===== config.mk =====
export PLATFORM = sky130hd
export DESIGN_NAME = psdg_top
export DESIGN_NICKNAME = d
export VERILOG_FILES = /design/src/psdg_top.v
export VERILOG_INCLUDE_DIRS = /design/src
export SDC_FILE = /design/constraint.sdc
export NUM_CORES = 1
export LEC_CHECK = 0
export BUFFER_PORTS_ARGS = -buffer_cell sky130_fd_sc_hd__buf_2
export CAP_MARGIN = 20
export CELL_PAD_IN_SITES_DETAIL_PLACEMENT = 2
export CELL_PAD_IN_SITES_GLOBAL_PLACEMENT = 2
export CORE_MARGIN = 2
export CORE_UTILIZATION = 42
export DETAILED_ROUTE_END_ITERATION = 10
export PLACE_DENSITY_LB_ADDON = 0.1
export REMOVE_ABC_BUFFERS = 1
export SKIP_CTS_REPAIR_TIMING = 1
export SLEW_MARGIN = 20
export SYNTH_ARGS = -nofsm -noshare
export SYNTH_HDL_FRONTEND = slang
export SYNTH_SLANG_ARGS = --single-unit
export TNS_END_PERCENT = 10

===== constraint.sdc =====
create_clock -name mclk_i -period 3.9 [get_ports mclk_i]
set_clock_uncertainty 0.1 [all_clocks]
set_input_delay 0.78 -clock mclk_i [delete_from_list [all_inputs] [get_ports mclk_i]]
set_output_delay 0.78 -clock mclk_i [all_outputs]
set_load 0.03 [all_outputs]

===== src/psdg_map.vh =====
// Register map, field positions, reset values and timing for the plug-sense
// debounce gate. Assumes 16-bit registers on a plain strobe port.
`ifndef PSDG_MAP_VH
`define PSDG_MAP_VH

// Clock and debounce tick
`define PSDG_CLK_PERIOD_NS   50
`define PSDG_TICK_NS         1000000
`define PSDG_TICK_CYCLES     (`PSDG_TICK_NS / `PSDG_CLK_PERIOD_NS)

// Register offsets
`define PSDG_ADDR_W          8
`define PSDG_DATA_W          16
`define PSDG_OFF_CTRL        8'h00
`define PSDG_OFF_TIME        8'h04
`define PSDG_OFF_TIME_EXTRA  8'h08
`define PSDG_OFF_STATUS      8'h0C
`define PSDG_OFF_INT_STAT    8'h10
`define PSDG_OFF_INT_MASK    8'h14

// Control register fields
`define PSDG_CTRL_PDN        0
`define PSDG_CTRL_LATCH      1
`define PSDG_CTRL_RING_PU    2
`define PSDG_CTRL_TIPC_LO    3
`define PSDG_CTRL_TIPC_HI    4
`define PSDG_CTRL_INV        5
`define PSDG_CTRL_GATE       6
`define PSDG_CTRL_BO_PU      7
`define PSDG_CTRL_W          8
`define PSDG_CTRL_RST        8'h01

// Debounce time fields, in ticks
`define PSDG_TIME_RST        16'h2222
`define PSDG_EXTRA_RST       4'h2

// Status and interrupt bits
`define PSDG_ST_TIP_PLUG     0
`define PSDG_ST_TIP_UNPLUG   1
`define PSDG_ST_RING_PLUG    2
`define PSDG_ST_RING_UNPLUG  3
`define PSDG_ST_BROWNOUT     4
`define PSDG_IRQ_W           5
`define PSDG_MASK_RST        5'h1F

`endif


===== src/psdg_top.v =====
// Plug-sense debounce gate: tip and ring debounce, combo-jack gating,
// brown-out trip hold, sticky interrupt events and the register port.
// Assumes sense and monitor inputs already synchronous to mclk_i.
`include "psdg_map.vh"

module psdg_top #(
	parameter TICK_CYCLES = `PSDG_TICK_CYCLES,
	parameter TIME_W      = 4
) (
	// Clock and reset
	input  wire                    mclk_i,
	input  wire                    nrst_i,
	// Sense comparators and supply monitor
	input  wire                    tip_sense_i,
	input  wire                    ring_sense_i,
	input  wire                    bo_below_trip_i,
	input  wire                    bo_above_recover_i,
	// Register port
	input  wire [`PSDG_ADDR_W-1:0] addr_i,
	input  wire [`PSDG_DATA_W-1:0] wdata_i,
	input  wire                    wr_i,
	input  wire                    rd_i,
	output reg  [`PSDG_DATA_W-1:0] rdata_o,
	// Interrupt
	output reg                     irq_o
);

	localparam DIV_W = $clog2(TICK_CYCLES + 1);
	localparam CNT_W = TIME_W + 1;
	localparam [CNT_W-1:0] CNT_MAX = {CNT_W{1'b1}};
	localparam [CNT_W-1:0] CNT_ONE = {{(CNT_W-1){1'b0}}, 1'b1};
	localparam [31:0]      DIV_FULL = TICK_CYCLES - 1;
	localparam [DIV_W-1:0] DIV_LAST = DIV_FULL[DIV_W-1:0];

	reg  [`PSDG_CTRL_W-1:0] ctrl_q;
	reg  [4*TIME_W-1:0]     time_q;
	reg  [TIME_W-1:0]       extra_q;
	reg  [`PSDG_IRQ_W-1:0]  int_stat_q;
	reg  [`PSDG_IRQ_W-1:0]  int_stat_d;
	reg  [`PSDG_IRQ_W-1:0]  int_mask_q;
	reg  [DIV_W-1:0]        div_q;
	reg                     tick_q;
	reg                     brownout_trip_status_q;
	reg  [2:0]              prev_q;
	reg  [`PSDG_DATA_W-1:0] rdata_d;
	reg                     irq_d;

	wire global_power_down         = ctrl_q[`PSDG_CTRL_PDN];
	wire analog_control_latch      = ctrl_q[`PSDG_CTRL_LATCH];
	wire ring_debounce_power_up    = ctrl_q[`PSDG_CTRL_RING_PU];
	wire tip_ctrl_lo               = ctrl_q[`PSDG_CTRL_TIPC_LO];
	wire tip_config_invert         = ctrl_q[`PSDG_CTRL_INV];
	wire combo_jack_gating         = ctrl_q[`PSDG_CTRL_GATE];
	wire brownout_monitor_power_up = ctrl_q[`PSDG_CTRL_BO_PU];

	wire wr_ctrl  = wr_i && (addr_i == `PSDG_OFF_CTRL);
	wire wr_time  = wr_i && (addr_i == `PSDG_OFF_TIME);
	wire wr_extra = wr_i && (addr_i == `PSDG_OFF_TIME_EXTRA);
	wire wr_istat = wr_i && (addr_i == `PSDG_OFF_INT_STAT);
	wire wr_imask = wr_i && (addr_i == `PSDG_OFF_INT_MASK);

	// Debounce tick divider
	// Ticks run free, so a debounce lasts between n-1 and n ticks
	always @(posedge mclk_i or negedge nrst_i) begin
		if (!nrst_i) begin
			div_q  <= {DIV_W{1'b0}};
			tick_q <= 1'b0;
		end else if (div_q == DIV_LAST) begin
			div_q  <= {DIV_W{1'b0}};
			tick_q <= 1'b1;
		end else begin
			div_q  <= div_q + {{(DIV_W-1){1'b0}}, 1'b1};
			tick_q <= 1'b0;
		end
	end

	// Control and time registers
	always @(posedge mclk_i or negedge nrst_i) begin
		if (!nrst_i) begin
			ctrl_q  <= `PSDG_CTRL_RST;
			time_q  <= `PSDG_TIME_RST;
			extra_q <= `PSDG_EXTRA_RST;
		end else begin
			if (wr_ctrl)
				ctrl_q <= wdata_i[`PSDG_CTRL_W-1:0];
			if (wr_time)
				time_q <= wdata_i[4*TIME_W-1:0];
			if (wr_extra)
				extra_q <= wdata_i[TIME_W-1:0];
		end
	end

	// Channel 0 tip, channel 1 ring; low level means inserted, on tip only while tip_config_invert is clear
	wire [1:0] det_w;
	wire [1:0] en_w;
	wire [1:0] plug_w;
	wire [1:0] unplug_w;
	assign det_w[0] = ~tip_sense_i ^ tip_config_invert;
	assign det_w[1] = ~ring_sense_i;
	// Tip control 01 or 11 enables the tip filter
	assign en_w[0] = ~global_power_down & analog_control_latch & tip_ctrl_lo;
	assign en_w[1] = ~global_power_down & ring_debounce_power_up;

	genvar i;
	generate
		for (i = 0; i < 2; i = i + 1) begin : g_chan
			reg              lvl_q;
			reg  [CNT_W-1:0] cnt_q;
			reg              plug_q;
			reg              unplug_q;
			wire [TIME_W-1:0] rise_t = time_q[2*i*TIME_W +: TIME_W];
			wire [TIME_W-1:0] fall_t = time_q[(2*i+1)*TIME_W +: TIME_W];
			// Only the tip path has the extra removal setting
			wire [TIME_W-1:0] ext_t  = (i == 0) ? extra_q : {TIME_W{1'b0}};
			// Zero times mean one tick, so a status never flips on raw level
			wire [CNT_W-1:0] rise_n = (rise_t == {TIME_W{1'b0}}) ?
				CNT_ONE : {1'b0, rise_t};
			wire [CNT_W-1:0] fall_n = (fall_t == {TIME_W{1'b0}}) ?
				CNT_ONE : {1'b0, fall_t};
			wire [CNT_W-1:0] rem_n  = fall_n + {1'b0, ext_t};

			always @(posedge mclk_i or negedge nrst_i) begin
				if (!nrst_i) begin
					lvl_q    <= 1'b0;
					cnt_q    <= {CNT_W{1'b0}};
					plug_q   <= 1'b0;
					unplug_q <= 1'b0;
				end else if (!en_w[i]) begin
					lvl_q    <= 1'b0;
					cnt_q    <= {CNT_W{1'b0}};
					plug_q   <= 1'b0;
					unplug_q <= 1'b0;
				end else if (det_w[i] != lvl_q) begin
					lvl_q <= det_w[i];
					cnt_q <= {CNT_W{1'b0}};
				end else begin
					// Saturate so a long-stable level never wraps
					if (tick_q && cnt_q != CNT_MAX)
						cnt_q <= cnt_q + CNT_ONE;
					// Unplug sets no later than plug and clears no earlier: 01 never shows
					if (lvl_q) begin
						if (cnt_q >= CNT_ONE)
							unplug_q <= 1'b1;
						if (cnt_q >= rise_n)
							plug_q <= 1'b1;
					end else begin
						if (cnt_q >= fall_n)
							plug_q <= 1'b0;
						if (cnt_q >= rem_n)
							unplug_q <= 1'b0;
					end
				end
			end

			assign plug_w[i]   = plug_q;
			assign unplug_w[i] = unplug_q;
		end
	endgenerate

	// Combo-jack gating on the debounced detected states
	reg  tip_plug_debounced;
	reg  ring_plug_debounced;
	wire tip_unplug_debounced  = unplug_w[0];
	wire ring_unplug_debounced = unplug_w[1];
	always @* begin
		tip_plug_debounced  = plug_w[0];
		ring_plug_debounced = plug_w[1];
		if (combo_jack_gating) begin
			case ({plug_w[0], plug_w[1]})
				2'h0: begin
					tip_plug_debounced  = 1'b0;
					ring_plug_debounced = 1'b0;
				end
				2'h1: begin
					// Lone ring may be an empty jack seen as optical
					tip_plug_debounced  = 1'b0;
					ring_plug_debounced = 1'b0;
				end
				2'h2: begin
					tip_plug_debounced  = 1'b1;
					ring_plug_debounced = 1'b0;
				end
				2'h3: begin
					// Metal tip of an optical plug is no headphone
					tip_plug_debounced  = 1'b0;
					ring_plug_debounced = 1'b1;
				end
				default: begin
					tip_plug_debounced  = 1'b0;
					ring_plug_debounced = 1'b0;
				end
			endcase
		end
	end

	// Brown-out trip: set below trip, held until recovered
	// Trip has priority, so a dip is never lost to the recover input
	always @(posedge mclk_i or negedge nrst_i) begin
		if (!nrst_i)
			brownout_trip_status_q <= 1'b0;
		else if (!brownout_monitor_power_up)
			brownout_trip_status_q <= 1'b0;
		else if (bo_below_trip_i)
			brownout_trip_status_q <= 1'b1;
		else if (bo_above_recover_i)
			brownout_trip_status_q <= 1'b0;
	end

	wire [`PSDG_IRQ_W-1:0] status_w;
	assign status_w[`PSDG_ST_TIP_PLUG]    = tip_plug_debounced;
	assign status_w[`PSDG_ST_TIP_UNPLUG]  = tip_unplug_debounced;
	assign status_w[`PSDG_ST_RING_PLUG]   = ring_plug_debounced;
	assign status_w[`PSDG_ST_RING_UNPLUG] = ring_unplug_debounced;
	assign status_w[`PSDG_ST_BROWNOUT]    = brownout_trip_status_q;

	// Events: insert, remove, brown-out trip
	wire [`PSDG_IRQ_W-1:0] event_w;
	assign event_w[0] = tip_plug_debounced & ~prev_q[0];
	assign event_w[1] = ~tip_plug_debounced & prev_q[0];
	assign event_w[2] = ring_plug_debounced & ~prev_q[1];
	assign event_w[3] = ~ring_plug_debounced & prev_q[1];
	assign event_w[4] = brownout_trip_status_q & ~prev_q[2];

	// Set wins over a write-one clear in the same cycle
	always @* begin
		int_stat_d = int_stat_q;
		if (wr_istat)
			int_stat_d = int_stat_d & ~wdata_i[`PSDG_IRQ_W-1:0];
		int_stat_d = int_stat_d | event_w;
	end

	// A fresh mask applies from the cycle after its write
	always @* begin
		irq_d = |(int_stat_d & ~int_mask_q);
	end

	always @(posedge mclk_i or negedge nrst_i) begin
		if (!nrst_i) begin
			prev_q     <= 3'h0;
			int_stat_q <= {`PSDG_IRQ_W{1'b0}};
			int_mask_q <= `PSDG_MASK_RST;
			irq_o      <= 1'b0;
		end else begin
			prev_q <= {brownout_trip_status_q, ring_plug_debounced,
				tip_plug_debounced};
			int_stat_q <= int_stat_d;
			if (wr_imask)
				int_mask_q <= wdata_i[`PSDG_IRQ_W-1:0];
			// Masks default set, so no interrupt while supplies ramp
			irq_o <= irq_d;
		end
	end

	// Read mux; status is live, never latched
	always @* begin
		rdata_d = {`PSDG_DATA_W{1'b0}};
		case (addr_i)
			`PSDG_OFF_CTRL:
				rdata_d[`PSDG_CTRL_W-1:0] = ctrl_q;
			`PSDG_OFF_TIME:
				rdata_d[4*TIME_W-1:0] = time_q;
			`PSDG_OFF_TIME_EXTRA:
				rdata_d[TIME_W-1:0] = extra_q;
			`PSDG_OFF_STATUS:
				rdata_d[`PSDG_IRQ_W-1:0] = status_w;
			`PSDG_OFF_INT_STAT:
				rdata_d[`PSDG_IRQ_W-1:0] = int_stat_q;
			`PSDG_OFF_INT_MASK:
				rdata_d[`PSDG_IRQ_W-1:0] = int_mask_q;
			default:
				rdata_d = {`PSDG_DATA_W{1'b0}};
		endcase
	end

	// Read data stands only in the cycle after the strobe
	always @(posedge mclk_i or negedge nrst_i) begin
		if (!nrst_i)
			rdata_o <= {`PSDG_DATA_W{1'b0}};
		else if (rd_i)
			rdata_o <= rdata_d;
		else
			rdata_o <= {`PSDG_DATA_W{1'b0}};
	end

endmodule


==> impl_metrics.ini <==
[clock_tree]
clock_sinks = 91
insertion_delay_ns = 0.35
cts_root_buf = clkbuf_16
cts_tree = yes
h-tree-depth = 3
cts.reportedPaths.clkPinSlew_ns = 0.07
cts_buffers = 9
cts.path.max_buffers = 2

[sta]
tightest_slew_ns = 0.844
fin_crit_ns = 2.85
tns_ns = 0
drv_slew = 0
slew_headroom = 0.438
finalCritPeriodShare = 0.731
setup_violations = 0
rsz0062_at_grt = false
finalHoldViolations = 0
fmax_mhz = 351

[detailed_routing]
wl_um = 12900
first_pass_iters = 4
post-route-drc-count = 0
drtIter0Drc = 86
vias = 3552
routedWlPerCell_um = 20.3
vias_per_cell = 5.58
antenna_left = 0

[logic_synthesis]
ys_ff_latch = 91
synthCells = 442
synth_edf_count = 0
synth_area_leaders = dfrtp_1, ha_1, dfstp_2
async_reset_ff_frac = 1.00
ys_warn_count = 0
seq_area_frac_synth = 0.483
synth_top_area_cell = dfrtp_1
synth.top_cell.area_share = 0.422
ys_types = 55
netlist_area_mm2 = 0.00474
synth_flop_cell = dfrtp_1
syn_area_per_cell_um2 = 10.7

[cells_and_area]
syn_to_final_growth_pct = 14.8
drive_above_1_share = 0.210
mostFrequentLayoutCells = dfrtp_1, buf_2, nor2_1, ha_1, nand2_1
nets = 556
antennaDiodeCount = 0
stdcell_area_mm2 = 0.00545
final_common_cell = dfrtp_1

[critical_path]
path_max_fanout = 4
required_ns = 4.05
cp.arrival_ns = 3.00
crit_path_start_kind = register
endpoint_kind = register
crit_start = time_q[5]
crit_type = reg2reg
rr_startpoint = time_q[5]

[run]
cap_viol_max_count = 0

[placed_design]
numPortBuffers = 48
postPlaceCellArea_mm2 = 0.00513
gp_congestion = 0.799
detailed_place_hpwl_um = 9420

[floorplan]
die_h_um = 110
start_util = 0.434
num_rows = 38
io_pins = 49
die_area_mm2 = 0.0122
die_x_um = 110
core_area_mm2 = 0.0109

[run_status]
status = completed

[min_path]
min_path_type = reg2reg
hold_path_startpoint = brownout_trip_status_q

[global_routing]
grt_max_degree = 67
overflow = 0
grt_usage = 0.230
grt_pass1_wl_um = 20800
grt_pass1_vias = 4048
grt_antenna_before_repair = 0

[power_and_ir_drop]
power.leakage_nw = 2.76
vdd_ir_drop_max_mv = 0.198
p_per_area_mw_per_mm2 = 386
path summary, 6_finish.rpt:
kind                                           end  slack, ns  depth (start not counted)
worst max-delay path            g_chan[0].unplug_q       1.05                         10
worst min-delay path                     prev_q[2]       0.35                          0
worst max register to register  g_chan[0].unplug_q       1.05                         10
worst min register to register           prev_q[2]       0.35                          0
max in group asynchronous            int_mask_q[2]       2.45                          2
min in group asynchronous               rdata_o[5]       0.42                          1
synthesized netlist by cell type, drive strengths merged, types with 8 or more instances:
| cell type | instances |
|---|---|
| and3 | 9 |
| dfstp | 11 |
| inv | 27 |
| dfrtp | 80 |
| mux2i | 17 |
| and2 | 12 |
| ha | 32 |
| a21oi | 11 |
| xor2 | 11 |
| o21ai | 23 |
| nand3 | 11 |
| a21o | 9 |
| nor2 | 34 |
| xnor2 | 9 |
| nor2b | 10 |
| mux2 | 22 |
| nand2b | 8 |
| nand2 | 29 |
per-stage QoR:
stage / setup slack, ns / util / cells / hold slack (ns) / power, mW
6_report: 1.05 / 0.498 / 636 / 0.350 / 2.10
3_3_place_gp: 0.963 / 0.469 / 620 / 0.341 / 1.16
3_5_place_dp: 0.851 / 0.469 / 620 / 0.341 / 1.17
4_1_cts: 0.999 / 0.498 / 636 / 0.360 / 2.13
5_1_grt: 0.883 / 0.498 / 636 / 0.378 / 2.19
2_1_floorplan: 1.09 / - / 428 / 0.289 / 1.08
state kept, by name (all words and copies together) (netlist names), 3 cells and up:
| name | flops |
|---|---|
| ctrl_q | 8 |
| div_q | 15 |
| extra_q | 4 |
| g_chan.cnt_q | 10 |
| int_mask_q | 5 |
| int_stat_q | 5 |
| prev_q | 3 |
| rdata_o | 16 |
| time_q | 16 |
area by class of cell:
| cell class | instances | area [µm²] |
|---|---|---|
| inverters | 27 | 101 |
| multi-input cells | 310 | 2290 |
| clock inverters | 5 | 77.6 |
| fillers | 1141 | 5490 |
| well taps | 140 | 175 |
| repair buffers | 52 | 273 |
| flip-flops and latches | 91 | 2290 |
| clock buffers | 11 | 243 |
cell families after synthesis:
family	Yosys count	share of synthesized area
AND/OR/NAND/NOR	141	0.158
flip-flops	91	0.483
AO/OA/AOI/OAI	77	0.110
buffers and inverters	41	0.0353
multiplexers	39	0.0881
adder cells (fa/ha/maj)	33	0.0886
XOR/XNOR	20	0.0369
where the power goes:
| group | internal [mW] | leakage, nW | total, mW | switching, mW |
|---|---|---|---|---|
| sequential | 0.974 | 1.16 | 0.994 | 0.0199 |
| clock | 0.577 | 0.156 | 0.955 | 0.378 |
| combinational | 0.0614 | 1.45 | 0.155 | 0.0938 |
| total | 1.61 | 2.76 | 2.10 | 0.492 |
layer usage:
layer  routed length, µm  GRT usage  vias to the layer above  part of all wire
met4                 208     0.0821                        0             0.016
met3                 349     0.0406                       11             0.027
li1                    -          -                     1652                 -
met2                6830      0.420                       48              0.53
met5                   0          0                        -                 0
met1                5520      0.270                     1841              0.43
worst max-delay path, stage by stage (launching register included):
cell	delay [ns]
dfstp_2	0.55
inv_1	0.10
a31o_2	0.28
ha_1	0.20
inv_1	0.07
fa_1	0.43
ha_1	0.29
a211o_1	0.26
o2111ai_1	0.09
nand4b_1	0.13
a311oi_1	0.25
Note: power is estimated with default switching activity, not from simulation.
